**config.mk**
```make
export PLATFORM = sky130hd
export DESIGN_NAME = ifsw_ctrl
export DESIGN_NICKNAME = d
export VERILOG_FILES = /design/src/verilog/ifsw_pkg.sv /design/src/verilog/ifsw_ctrl.sv
export SDC_FILE = /design/constraint.sdc
export NUM_CORES = 1
export LEC_CHECK = 0
export BUFFER_PORTS_ARGS = -buffer_cell sky130_fd_sc_hd__buf_2
export CAP_MARGIN = 20
export CORE_UTILIZATION = 35
export DETAILED_ROUTE_END_ITERATION = 8
export PLACE_DENSITY_LB_ADDON = 0.15
export SETUP_SLACK_MARGIN = 0.3
export SLEW_MARGIN = 5
export SYNTH_ARGS = -nofsm -noshare
export SYNTH_HDL_FRONTEND = slang
export SYNTH_SLANG_ARGS = --single-unit
```
**constraint.sdc**
```tcl
create_clock -name core_clk -period 4.7 [get_ports core_clk]
set_input_delay 0.47 -clock core_clk [delete_from_list [all_inputs] [get_ports core_clk]]
set_output_delay 0.47 -clock core_clk [all_outputs]
set_load 0.005 [all_outputs]
```
**src/verilog/ifsw_pkg.sv**
```systemverilog
// Package for the IF switch select control: constants, types, carriers.
package ifsw_pkg;

    // ------------------------------------------------------------------
    // Geometry
    // ------------------------------------------------------------------
    localparam int NUM_CHAN = 4;
    localparam int NUM_RF_IN = 8;
    localparam int SEL_W = 4;
    localparam int ADDR_W = 8;
    localparam int DATA_W = 32;

    // ------------------------------------------------------------------
    // Register offsets (byte addresses)
    // ------------------------------------------------------------------
    localparam logic [7:0] OFS_CTRL = 8'h00;
    localparam logic [7:0] OFS_STATUS = 8'h04;
    localparam logic [7:0] OFS_SELECT = 8'h08;
    localparam logic [7:0] OFS_CONFIG = 8'h0C;

    // Control register fields
    localparam int CTRL_ENV_POS = 0;      // 4 bits, envelope mode per chan
    localparam logic [3:0] CTRL_RESET = 4'h0;

    // Status register fields
    localparam int STAT_MSG_POS = 0;      // 4 bits, message control per chan
    localparam int STAT_CASC_POS = 4;     // chained inputs enabled
    localparam int STAT_MODE_POS = 8;     // 2 bits, decoded mode

    // Config register fields
    localparam int CFG_GAIN_POS = 0;      // 2 bits, applied gain

    // Selector codes: 0..7 rf_input 1..8, 8 chained input
    localparam logic [3:0] SEL_CASCADE = 4'h8;
    localparam logic [3:0] SEL_RESET = 4'h0;

    // Switch state nibble bit positions (band, polarization, position,
    // option)
    localparam int SW_BAND = 0;
    localparam int SW_POL = 1;
    localparam int SW_POS = 2;
    localparam int SW_OPT = 3;

    // ------------------------------------------------------------------
    // Types
    // ------------------------------------------------------------------
    typedef enum logic [1:0] {
        IFSW_MODE_LNB = 2'b00,
        IFSW_MODE_SLAVE = 2'b01,
        IFSW_MODE_MASTER = 2'b10,
        IFSW_MODE_SINGLE = 2'b11
    } ifsw_mode_e;

    typedef enum logic [1:0] {
        IFSW_GAIN_0DB = 2'b00,
        IFSW_GAIN_6DB = 2'b01,
        IFSW_GAIN_12DB = 2'b10
    } ifsw_gain_e;

    localparam ifsw_gain_e GAIN_RESET = IFSW_GAIN_0DB;

    // Message class from the channel's serial decoder
    typedef enum logic [0:0] {
        IFSW_MSG_LNB = 1'b0,
        IFSW_MSG_MULTI = 1'b1
    } ifsw_msg_e;

    // One decoded serial control message
    typedef struct packed {
        logic valid;
        ifsw_msg_e cls;
        logic [3:0] sw;
    } ifsw_msg_s;

    // Voltage/tone levels of one channel
    typedef struct packed {
        logic volt_hi;   // high supply voltage: horizontal
        logic tone_on;   // tone present: high band
    } ifsw_vt_s;

endpackage

```
**src/verilog/ifsw_ctrl.sv**
```systemverilog
// IF switch select control: mode/gain decode and four output selectors.
//
// Implementation choices: the register offsets and the plain strobed port.
`timescale 1ns/100ps

// Behaviour
// - Four selectors, each picks one of nine sources, driven by own receiver.
// - Master mode enables the four chained inputs for selection.
// - LNB, slave and single modes keep chained inputs disabled.
// - LNB mode honours LNB messages and ignores multiswitch messages.
// - Single mode honours multiswitch messages and ignores LNB messages.
// - Mode code: LNB, slave, master, single from the four pin levels.
// - One common gain for all inputs: 0dB, +6dB or +12dB.
// - Power-up, or receiver connection with no honoured message in that cycle, puts channel in voltage/tone control.
// - A received message moves only that channel to message control.
// - Return output carries reply signalling or received control envelope.
// - After reset every selector picks input one of the primary device.
module ifsw_ctrl (
    // Clock and reset
    input wire logic core_clk,
    input wire logic reset_n,
    // Static configuration, already quantised
    input wire logic [1:0] mode_code,
    input wire logic [1:0] gain_code,
    // Per-channel receiver side
    input wire logic [3:0] rx_connect,
    input wire logic [3:0] control_signal_in,
    input wire logic [3:0] reply_signal,
    input wire ifsw_pkg::ifsw_vt_s [3:0] vt_level,
    input wire ifsw_pkg::ifsw_msg_s [3:0] msg_in,
    // Switch and gain controls
    output logic [3:0] rf_output_sel [4],
    output logic cascade_en,
    output ifsw_pkg::ifsw_gain_e input_gain,
    output logic [3:0] return_signal_out,
    // Register port
    input wire logic [7:0] reg_addr,
    input wire logic [31:0] reg_wdata,
    input wire logic reg_wr,
    input wire logic reg_rd,
    output logic [31:0] reg_rdata
);

    // ------------------------------------------------------------------
    // Helper functions
    // ------------------------------------------------------------------

    // Switch nibble to selector code; option B needs chained inputs
    function automatic logic [3:0] sw_to_sel(input logic [3:0] sw,
                                             input logic casc);
        logic [3:0] code;
        code = {1'b0, sw[ifsw_pkg::SW_POS], sw[ifsw_pkg::SW_BAND],
                sw[ifsw_pkg::SW_POL]};
        if (sw[ifsw_pkg::SW_OPT] && casc) begin
            code = ifsw_pkg::SEL_CASCADE;
        end
        return code;
    endfunction

    // Does the current mode honour this message class
    function automatic logic msg_accept(input ifsw_pkg::ifsw_mode_e m,
                                        input ifsw_pkg::ifsw_msg_e c);
        logic ok;
        ok = 1'b1;
        unique case (m)
            ifsw_pkg::IFSW_MODE_LNB: begin
                ok = (c == ifsw_pkg::IFSW_MSG_LNB);
            end
            ifsw_pkg::IFSW_MODE_SINGLE: begin
                ok = (c == ifsw_pkg::IFSW_MSG_MULTI);
            end
            ifsw_pkg::IFSW_MODE_SLAVE,
            ifsw_pkg::IFSW_MODE_MASTER: begin
                ok = 1'b1;
            end
        endcase
        return ok;
    endfunction

    // ------------------------------------------------------------------
    // Configuration decode
    // ------------------------------------------------------------------
    ifsw_pkg::ifsw_mode_e mode_r;
    ifsw_pkg::ifsw_gain_e gain_r;
    logic casc_r;
    logic casc_nxt;

    // Shared by the enable and the selectors so both move on one edge
    assign casc_nxt = (mode_code == ifsw_pkg::IFSW_MODE_MASTER);

    // Mode sampled every cycle; the pin is static so no filter is needed
    always_ff @(posedge core_clk or negedge reset_n) begin
        if (!reset_n) begin
            mode_r <= ifsw_pkg::IFSW_MODE_LNB;
            casc_r <= 1'b0;
        end else begin
            mode_r <= ifsw_pkg::ifsw_mode_e'(mode_code);
            casc_r <= casc_nxt;
        end
    end

    // Common gain; the unused code keeps the last legal setting
    always_ff @(posedge core_clk or negedge reset_n) begin
        if (!reset_n) begin
            gain_r <= ifsw_pkg::GAIN_RESET;
        end else begin
            unique case (gain_code)
                2'b00: gain_r <= ifsw_pkg::IFSW_GAIN_0DB;
                2'b01: gain_r <= ifsw_pkg::IFSW_GAIN_6DB;
                2'b10: gain_r <= ifsw_pkg::IFSW_GAIN_12DB;
                default: gain_r <= gain_r;
            endcase
        end
    end

    assign cascade_en = casc_r;
    assign input_gain = gain_r;

    // ------------------------------------------------------------------
    // Per-channel control source
    // ------------------------------------------------------------------
    logic [3:0] msg_ctl_r;
    logic [3:0] msg_take;
    logic [3:0] sw_state_r [4];

    // A message counts only if the mode honours its class
    always_comb begin
        for (int i = 0; i < ifsw_pkg::NUM_CHAN; i++) begin
            msg_take[i] = msg_in[i].valid && msg_accept(mode_r, msg_in[i].cls);
        end
    end

    // Connect forces voltage/tone; message in the same cycle wins since
    // it arrived from the newly connected receiver
    always_ff @(posedge core_clk or negedge reset_n) begin
        if (!reset_n) begin
            msg_ctl_r <= 4'h0;
        end else begin
            for (int i = 0; i < ifsw_pkg::NUM_CHAN; i++) begin
                if (msg_take[i]) begin
                    msg_ctl_r[i] <= 1'b1;
                end else if (rx_connect[i]) begin
                    msg_ctl_r[i] <= 1'b0;
                end
            end
        end
    end

    // Last accepted switch nibble per channel
    always_ff @(posedge core_clk or negedge reset_n) begin
        if (!reset_n) begin
            for (int i = 0; i < ifsw_pkg::NUM_CHAN; i++) begin
                sw_state_r[i] <= 4'h0;
            end
        end else begin
            for (int i = 0; i < ifsw_pkg::NUM_CHAN; i++) begin
                if (msg_take[i]) begin
                    sw_state_r[i] <= msg_in[i].sw;
                end
            end
        end
    end

    // ------------------------------------------------------------------
    // Output selectors
    // ------------------------------------------------------------------
    logic [3:0] sel_r [4];
    logic [3:0] sel_nxt [4];

    // Voltage/tone reaches position A only; messages reach all nine in master mode, the eight rf inputs otherwise
    always_comb begin
        for (int i = 0; i < ifsw_pkg::NUM_CHAN; i++) begin
            if (msg_ctl_r[i]) begin
                sel_nxt[i] = sw_to_sel(sw_state_r[i], casc_nxt);
            end else begin
                sel_nxt[i] = {2'b00, vt_level[i].tone_on,
                              vt_level[i].volt_hi};
            end
        end
    end

    // Registered so that a mode change never glitches the mux
    always_ff @(posedge core_clk or negedge reset_n) begin
        if (!reset_n) begin
            for (int i = 0; i < ifsw_pkg::NUM_CHAN; i++) begin
                sel_r[i] <= ifsw_pkg::SEL_RESET;
            end
        end else begin
            for (int i = 0; i < ifsw_pkg::NUM_CHAN; i++) begin
                sel_r[i] <= sel_nxt[i];
            end
        end
    end

    assign rf_output_sel = sel_r;

    // ------------------------------------------------------------------
    // Return outputs
    // ------------------------------------------------------------------
    logic [3:0] env_mode_r;
    logic [3:0] ret_r;

    // Envelope or reply per channel, software chooses
    always_ff @(posedge core_clk or negedge reset_n) begin
        if (!reset_n) begin
            ret_r <= 4'h0;
        end else begin
            for (int i = 0; i < ifsw_pkg::NUM_CHAN; i++) begin
                ret_r[i] <= env_mode_r[i] ? control_signal_in[i]
                                          : reply_signal[i];
            end
        end
    end

    assign return_signal_out = ret_r;

    // ------------------------------------------------------------------
    // Register port
    // ------------------------------------------------------------------
    logic [31:0] rdata_r;
    logic [31:0] rd_mux;

    // Control register write
    always_ff @(posedge core_clk or negedge reset_n) begin
        if (!reset_n) begin
            env_mode_r <= ifsw_pkg::CTRL_RESET;
        end else if (reg_wr && reg_addr == ifsw_pkg::OFS_CTRL) begin
            env_mode_r <= reg_wdata[ifsw_pkg::CTRL_ENV_POS +: 4];
        end
    end

    // Read decode; unmapped offsets read zero
    always_comb begin
        rd_mux = 32'h0000_0000;
        unique case (reg_addr)
            ifsw_pkg::OFS_CTRL: begin
                rd_mux[ifsw_pkg::CTRL_ENV_POS +: 4] = env_mode_r;
            end
            ifsw_pkg::OFS_STATUS: begin
                rd_mux[ifsw_pkg::STAT_MSG_POS +: 4] = msg_ctl_r;
                rd_mux[ifsw_pkg::STAT_CASC_POS] = casc_r;
                rd_mux[ifsw_pkg::STAT_MODE_POS +: 2] = mode_r;
            end
            ifsw_pkg::OFS_SELECT: begin
                rd_mux[15:0] = {sel_r[3], sel_r[2], sel_r[1], sel_r[0]};
            end
            ifsw_pkg::OFS_CONFIG: begin
                rd_mux[ifsw_pkg::CFG_GAIN_POS +: 2] = gain_r;
            end
            default: begin
                rd_mux = 32'h0000_0000;
            end
        endcase
    end

    // Read data valid only in the cycle after the strobe
    always_ff @(posedge core_clk or negedge reset_n) begin
        if (!reset_n) begin
            rdata_r <= 32'h0000_0000;
        end else if (reg_rd) begin
            rdata_r <= rd_mux;
        end else begin
            rdata_r <= 32'h0000_0000;
        end
    end

    assign reg_rdata = rdata_r;

endmodule // ifsw_ctrl

```
==> flow_summary.yaml, run 1 <==
placement:
  dp_hpwl_um: 3990
  placed_cells: 401
  numPortBuffers: 102
  gp_congestion: 0.757
synthesis:
  ys_ff_latch: 65
  yosys_warnings: 0
  synthTopCellsByArea: "dfrtp_1, mux2_2, buf_4, and2_1, o2bb2ai_1"
  synth.distinct_cells: 27
  yosysTopAreaCellShare: 0.609
  syn_inst: 204
  syn-cell-area_sq_um: 2670
  synth_top_cell_by_area: "dfrtp_1"
  avgSynthCellArea_sq_um: 13.1
  yosysSeqAreaShare: 0.609
sta:
  skew_ps: 5.48
  fmax_ghz: 0.613
  max_slew_margin: 0.451
  fin_tns_setup_ps: 0
  fin_crit_sh: 0.347
  whs_ps: 252
  rsz0062_at_grt: "no"
  setup_viol: 0
  tightestPinTransition_ps: 823
  timing.final.hold_violations: 0
  slew_viol_final: 0
  finalCriticalPeriod_ps: 1630
critical_path:
  critPathKind: "reg -> reg"
  worst_path_largest_cell_delay_ps: 380
  critPathSlowestCell: "dfrtp_1"
  cp_max_fo: 8
  cp.arrival_ps: 1850
  worstPathRequired_ps: 4920
  critical_path.startpoint_type: "flop"
  critical_path.top_delay_family: "flip-flops"
  worstSetupEndpointType: "flop"
  path_cells: "inv_1 > ha_1 > a211o_1 > nand3_2 > mux2_2"
  critical_path_buf_inv_count: 1
finish:
  fin_nets: 407
  final_common_cell: "buf_2"
  layout_common_cells: "buf_2, dfrtp_1, mux2_2, nand2_1, conb_1"
  area_growth_pct: 29.4
  final_cells: 417
  diodes: 0
  post_route_cells_drive_above_1_share: 0.481
clock_tree:
  insertion_delay_ps: 330
  numClockSinks: 65
  cts-root-buf: "clkbuf_8"
  path_clk_slew_ps: 70
  post_cts_resized: 0
  clock_path_buffers: 2
  cts_buffers: 9
  ctsHoldBuffers: 0
  post_cts_buffers: 0
  cts_tree: "yes"
  htreeDepth: 3
route:
  drc: 0
  vias_per_cell: 4.34
  vias: 1811
  drt_wl_total_um: 5390
  first_iter_violations: 40
  dr.pass1.iters: 4
  routedWlPerCell_um: 12.9
  antenna_left: 0
min_path:
  hp-class: "in -> reg"
grt:
  grt_pass1_vias: 1686
  grt_antenna_before_repair: 0
  grtUsageTotal: 0.145
  grt-ovfl-total: 0
  grt_pass1_wl_um: 8250
  grt_start_max_net_pins: 66
flow_run:
  cap_viol_max_count: 0
floorplanning:
  core-area_sq_um: 7330
  die_area_sq_um: 7990
  io-pin-count: 147
  initial_core_util: 0.365
  std_cell_rows: 31
  die_x_um: 89.4
  fp.dieH_um: 89.4
power_and_ir_drop:
  leakage_nw: 1.82
  finalPower_mw: 1.34
  ir_worst_vdd_mv: 0.155
  power_density_nw_per_um2: 388
run_status:
  outcome: "finished clean"
## power by group
part | internal [mW] | leakage (nW) | total [mW] | switching [mW]
Sequential | 0.616 | 0.826 | 0.651 | 0.0355
Combinational | 0.0881 | 0.890 | 0.161 | 0.0724
Clock | 0.314 | 0.105 | 0.531 | 0.217
## cell type report
cell class                 count  area (sq um)
multi-input combinational    126           931
clock inverter                 6          91.3
tap                           99           124
sequential                    65          1630
inverter                       8          30.0
timing repair buffer         103           518
fill                         697          3870
clock buffer                  10           138
## synth_stat cells
cell type  count
nand2_1       16
a22oi_1        3
a21boi_0       2
inv_1          8
nand3_2        4
nor2b_1        4
buf_4         17
nor4_4         1
mux2_2        24
o21ai_0        4
o2bb2ai_1      8
nand4_2        1
and3_1         4
conb_1         1
mux4_2         2
mux2i_1        2
clkbuf_1       1
nand3_1        1
and4_2         1
and2_1        13
a2bb2oi_1      2
nor2b_2        1
buf_2          2
ha_1           2
a211o_1        4
dfrtp_1       65
nor2_1        11
## sequential cells by signal, indices dropped and copies added (netlist names)
register           count
cascade_en             1
env_mode_r             4
input_gain             2
mode_r                 2
msg_ctl_r              4
reg_rdata             16
return_signal_out      4
rf_output_sel         16
sw_state_r            16
## kinds of logic after synthesis
logic type      Yosys count  share of synthesized area
flops                    65                      0.609
simple gates             57                      0.124
buf+inv                  28                     0.0641
mux                      28                      0.125
compound gates           23                     0.0674
fa+ha+maj                 2                    0.00936
other cells               1                    0.00140
## worst register-to-register path, cell delays in order (launching register included)
cell	delay [ps]
dfrtp_1	380
inv_1	50
ha_1	280
a211o_1	310
nand3_2	140
mux2_2	350
## path summary, 6_finish.rpt
kind / start / endpoint / slack [ps] / cells past startpoint
setup reg to reg: mode_r[0] / sw_state_r[10] / 3070 / 5
min in group asynchronous: reset_n / sw_state_r[14] / 310 / 2
hold reg to reg: rf_output_sel[10] / reg_rdata[6] / 470 / 1
hold / removal: mode_code[1] / mode_r[1] / 250 / 1
max in group asynchronous: reset_n / env_mode_r[2] / 3840 / 2
setup / recovery: mode_r[0] / sw_state_r[10] / 3070 / 5
## per-layer routing
layer / routed length [um] / vias to the layer above / global-route usage
met5: 0 / - / 0
met4: 93 / 0 / 0.0736
met3: 298 / 9 / 0.0397
met1: 2500 / 847 / 0.193
met2: 2500 / 68 / 0.216
li1: - / 887 / -
## stage by stage
| stage | setup slack, ps | utilization | instance area (sq um) |
|---|---|---|---|
| after global placement | 3090 | 0.441 | 3230 |
| after global routing | 2990 | 0.472 | 3460 |
| after detailed placement | 3080 | 0.441 | 3230 |
| after floorplan | 3160 | - | 2730 |
| final | 3070 | 0.472 | 3460 |
| after CTS | 3060 | 0.472 | 3460 |
Note: power is estimated with default switching activity, not from simulation.
==> run 2, diff against run 1 <==
clock period = 1.3 ns   (was 4.7 ns; I/O delays follow)
==> run 2 against run 1 <==
The run now ends with setup timing left; clock skew increased by 5.1 ps; final cell count is 5.5% higher; sequential cell count unchanged; combinational power grew to 4.8 times the previous value; sequential share of layout area shrank 3.8 points; critical path depth unchanged; first-iteration DRC count up 93%; core utilization is 4.2 points higher; critical path type unchanged; largest power group unchanged.
==> flow_summary.yaml, run 2 (synthesized netlist as in run 1, its figures left out) <==
finish:
  fin_nets: 430
  fillers: 698
  layout_common_cells: "buf_2, dfrtp_1, nand2_1, mux2_4, conb_1"
  post_route_cells_drive_above_1_share: 0.501
  diodes: 0
  postLayoutCoreUtil: 0.514
  final_cells: 440
  final_common_cell: "buf_2"
  area_growth_pct: 41.0
route:
  drc: 0
  routedWlPerCell_um: 12.9
  wl_met1_um: 2500
  vias_per_cell: 4.27
  routed.top_layer: "met4"
  first_iter_violations: 77
  drt_wl_total_um: 5690
  dr.pass1.iters: 4
  route.met3.wl_um: 354
  vias: 1879
  antenna_left: 0
  wl_met2_um: 2700
run_status:
  outcome: "finished, violations left"
  violations: "setup timing"
placement:
  numPortBuffers: 102
  dp_hpwl_um: 4170
  gp_congestion: 0.696
  placed_cells: 404
flow_run:
  cap_viol_max_count: 0
sta:
  timing.final.hold_violations: 0
  fmax_ghz: 0.662
  tightestPinTransition_ps: 586
  setup_viol: 18
  max_slew_margin: 0.608
  fin_crit_sh: 1.16
  skew_ps: 10.6
  setup_ws_ps: -211
  slew_viol_final: 0
  finalCriticalPeriod_ps: 1510
  fin_tns_setup_ps: -3290
  whs_ps: 12.2
  rsz0062_at_grt: "yes"
critical_path:
  critPathKind: "reg -> reg"
  cp.arrival_ps: 1740
  critical_path.startpoint_type: "flop"
  critPathSlowestCell: "dfrtp_1"
  worstPathRequired_ps: 1530
  cp_max_fo: 5
  path_cells: "inv_2 > ha_4 > a211o_1 > nand3_4 > mux2_4"
  worst_path_largest_cell_delay_ps: 410
  worstSetupEndpointType: "flop"
grt:
  grt_pass1_wl_um: 8380
  grt-ovfl-total: 0
  grt_antenna_before_repair: 0
  grt_start_max_net_pins: 66
  grt_pass1_vias: 1669
  grtUsageTotal: 0.149
clock_tree:
  cts-root-buf: "clkbuf_8"
  cts_tree: "yes"
  path_clk_slew_ps: 70
  cts_buffers: 9
  numClockSinks: 65
  clock_path_buffers: 2
  htreeDepth: 3
  insertion_delay_ps: 340
power_and_ir_drop:
  ir_worst_vdd_mv: 0.649
  finalPower_mw: 4.83
  power_density_nw_per_um2: 1280
  leakage_nw: 2.00
floorplanning:
  io-pin-count: 147
  die_area_sq_um: 7990
  std_cell_rows: 31
  die_x_um: 89.4
  core-area_sq_um: 7330
  initial_core_util: 0.365
  fp.dieH_um: 89.4
min_path:
  hp-class: "in -> reg"
[run 2: cell types whose count changed in the layout (fill, tap and decap cells not counted), sizes merged]
| cell | previous run | this run |
|---|---|---|
| buf | 103 | 114 |
| bufinv | 2 | 1 |
| clkbuf | 10 | 11 |
| clkinv | 1 | 2 |
| clkinvlp | 3 | 2 |
| dlygate4sd3 | 0 | 12 |
[run 2: layer usage]
layer | vias up | global-route usage
li1 | 932 | -
met1 | 863 | 0.200
met2 | 74 | 0.222
met3 | 10 | 0.0379
met4 | 0 | 0.0823
met5 | - | 0
[run 2: path summary, 6_finish.rpt]
check | start | endpoint | slack (ps) | cells past startpoint
setup / recovery | mode_r[0] | sw_state_r[9] | -210 | 5
hold / removal | vt_level[0] | rf_output_sel[13] | 10 | 2
setup reg to reg | mode_r[0] | sw_state_r[9] | -210 | 5
hold reg to reg | rf_output_sel[9] | reg_rdata[5] | 480 | 1
max in group asynchronous | reset_n | msg_ctl_r[1] | 680 | 3
min in group asynchronous | reset_n | return_signal_out[0] | 310 | 3
[run 2: metrics by stage]
step,setup WS (ps),instance area (sq um)
global route,-262,3770
detailed placement,-237,3370
global placement,-201,3370
CTS,-232,3730
floorplan,-167,2850
finish,-211,3770
[run 2: final cells by class]
class                   instances  area, sq um  share of cell area
repair buffers                126          737               0.196
clock buffers                  11          141              0.0375
well taps                      99          124              0.0329
flip-flops and latches         65         1630               0.432
clock inverters                 5         55.1              0.0146
inverters                       8         30.0             0.00797
multi-input cells             126         1050               0.279
[run 2: critical path, delay by kind of cell, from the launching register on]
family	cells	cell delay [ps]
compound gates	1	270
fa+ha+maj	1	210
buf+inv	1	80
flops	1	410
mux	1	310
simple gates	1	120
[run 2: power breakdown]
| part | switching (mW) | internal, mW |
|---|---|---|
| registers | 0.129 | 2.23 |
| clock network | 0.769 | 0.931 |
| logic | 0.316 | 0.460 |
| total | 1.21 | 3.62 |
[run 2: timing repair]
action                                 CTS  global route
setup endpoints to repair               28            36
buffers inserted                         5             3
endpoints found under the hold margin   76             0
gates resized for setup                  6             3
pin swaps                                9             4
hold buffers                            12             0
==> run 3, diff against run 2 <==
HOLD_SLACK_MARGIN = 0.06   (was default)
REMOVE_ABC_BUFFERS = 1   (was default)
==> run 3 against run 2 <==
The run still ends with setup timing left; wire length rose by 10%; cell area rose by 10%; final cell count is 9.8% higher; highest routed layer unchanged; sequential cell count unchanged; non-clock buffer count is 43 higher; worst hold slack better by 93 ps; fmax is 0.89% lower; first-iteration DRC count fell by 35%; via count rose by 8.7%; core utilization is 5.3 points higher.
==> flow_summary.yaml, run 3 (synthesized netlist as in run 1, its figures left out) <==
sta:
  rsz0062_at_grt: "yes"
  tightestPinTransition_ps: 656
  timing.final.hold_violations: 0
  whs_ps: 105
  fin_crit_sh: 1.17
  finalCriticalPeriod_ps: 1520
  fmax_ghz: 0.656
  setup_viol: 18
  skew_ps: 7.33
  slew_viol_final: 0
  setup_ws_ps: -225
  max_slew_margin: 0.562
route:
  drt_wl_total_um: 6260
  vias_per_cell: 4.23
  antenna_left: 0
  drc: 0
  dr.pass1.iters: 4
  vias: 2043
  routedWlPerCell_um: 13.0
  first_iter_violations: 50
critical_path:
  cp_max_fo: 5
  cp.arrival_ps: 1750
  worstPathRequired_ps: 1520
  worstSetupEndpointType: "flop"
  critical_path.startpoint_type: "flop"
  critPathKind: "reg -> reg"
placement:
  dp_slack_ps: -317
  numPortBuffers: 102
  gp_congestion: 0.726
  dp_hpwl_um: 4160
floorplanning:
  initial_core_util: 0.365
  die_area_sq_um: 7990
  std_cell_rows: 31
  fp.dieH_um: 89.4
  core-area_sq_um: 7330
  io-pin-count: 147
  die_x_um: 89.4
clock_tree:
  cts-root-buf: "clkbuf_8"
  insertion_delay_ps: 340
  clock_path_buffers: 2
  htreeDepth: 3
  cts_buffers: 9
  cts_tree: "yes"
  path_clk_slew_ps: 80
  numClockSinks: 65
finish:
  final_common_cell: "buf_2"
  fillers: 651
  post_route_cells_drive_above_1_share: 0.477
  area_growth_pct: 55.6
  diodes: 0
  seq_area_sq_um: 1630
  layout_common_cells: "buf_2, dfrtp_1, dlygate4sd3_1, buf_4"
  fin_nets: 473
  multiInputGateArea_sq_um: 1040
flow_run:
  cap_viol_max_count: 0
grt:
  grt_antenna_before_repair: 0
  grt_pass1_wl_um: 9630
  grt-ovfl-total: 0
  grtUsageTotal: 0.169
  grt_pass1_vias: 1986
  grt_start_max_net_pins: 66
power_and_ir_drop:
  power_density_nw_per_um2: 1160
  ir_worst_vdd_mv: 0.639
  finalPower_mw: 4.81
  leakage_nw: 2.17
min_path:
  hp-class: "in -> reg"
run_status:
  outcome: "finished, violations left"
  violations: "setup timing"
==> run 3: cell count changes in the layout (fill, tap and decap cells not counted), moves of 2 or more <==
cell	before	now
buf_4	10	18
buf_6	1	3
dlygate4sd3_1	12	45
mux2_2	8	11
mux2_4	16	13
o21ai_1	0	2
==> run 3: cell type report <==
type,count,share of cell area
sequential,65,0.392
timing repair buffer,169,0.277
multi-input combinational,126,0.251
tap,99,0.0298
clock inverter,5,0.00722
inverter,8,0.00722
clock buffer,11,0.0364
==> run 3: worst max-delay path, cell delays in order (launching register included) <==
cell,delay (ps)
dfrtp_1,410
inv_2,80
ha_4,210
a211o_1,270
nand3_4,100
mux2_2,330
==> run 3: layer usage <==
metal / share of wire / GRT usage / vias to the layer above
li1: - / - / 1016
met1: 0.46 / 0.221 / 945
met2: 0.48 / 0.262 / 76
met3: 0.054 / 0.0434 / 6
met4: 0.013 / 0.0823 / 0
met5: 0 / 0 / -
==> run 3: stage by stage <==
stage,area (sq um),utilization,TNS (ps),std cells
after global routing,4160,0.567,-4640,483
after detailed placement,3280,0.447,-5090,406
after global placement,3280,0.447,-4430,406
final,4160,0.567,-3500,483
after floorplan,2590,-,-3260,199
after CTS,4050,0.552,-3380,475
==> run 3: final timing paths <==
path	from	cells past startpoint	to	slack (ps)
setup reg to reg	mode_r[0]	5	sw_state_r[9]	-220
hold / removal	mode_code[0]	2	cascade_en	110
max in group asynchronous	reset_n	3	msg_ctl_r[1]	680
setup / recovery	mode_r[0]	5	sw_state_r[9]	-220
hold reg to reg	rf_output_sel[11]	1	reg_rdata[7]	470
min in group asynchronous	reset_n	3	return_signal_out[0]	320
==> run 3: what timing repair did <==
item / 4_1_cts / 5_1_grt
hold endpoints to repair: 105 / 0
buffers inserted: 8 / 8
setup endpoints to repair: 27 / 41
cloned: 0 / 0
hold buffers: 45 / 0
resized for setup: 19 / 14
pin swaps: 4 / 0
==> run 3: power breakdown <==
group	internal, mW	switching [mW]	leakage (nW)
Clock	0.785	0.781	0.0911
Combinational	0.549	0.344	1.26
Sequential	2.23	0.125	0.825
Total	3.56	1.25	2.17
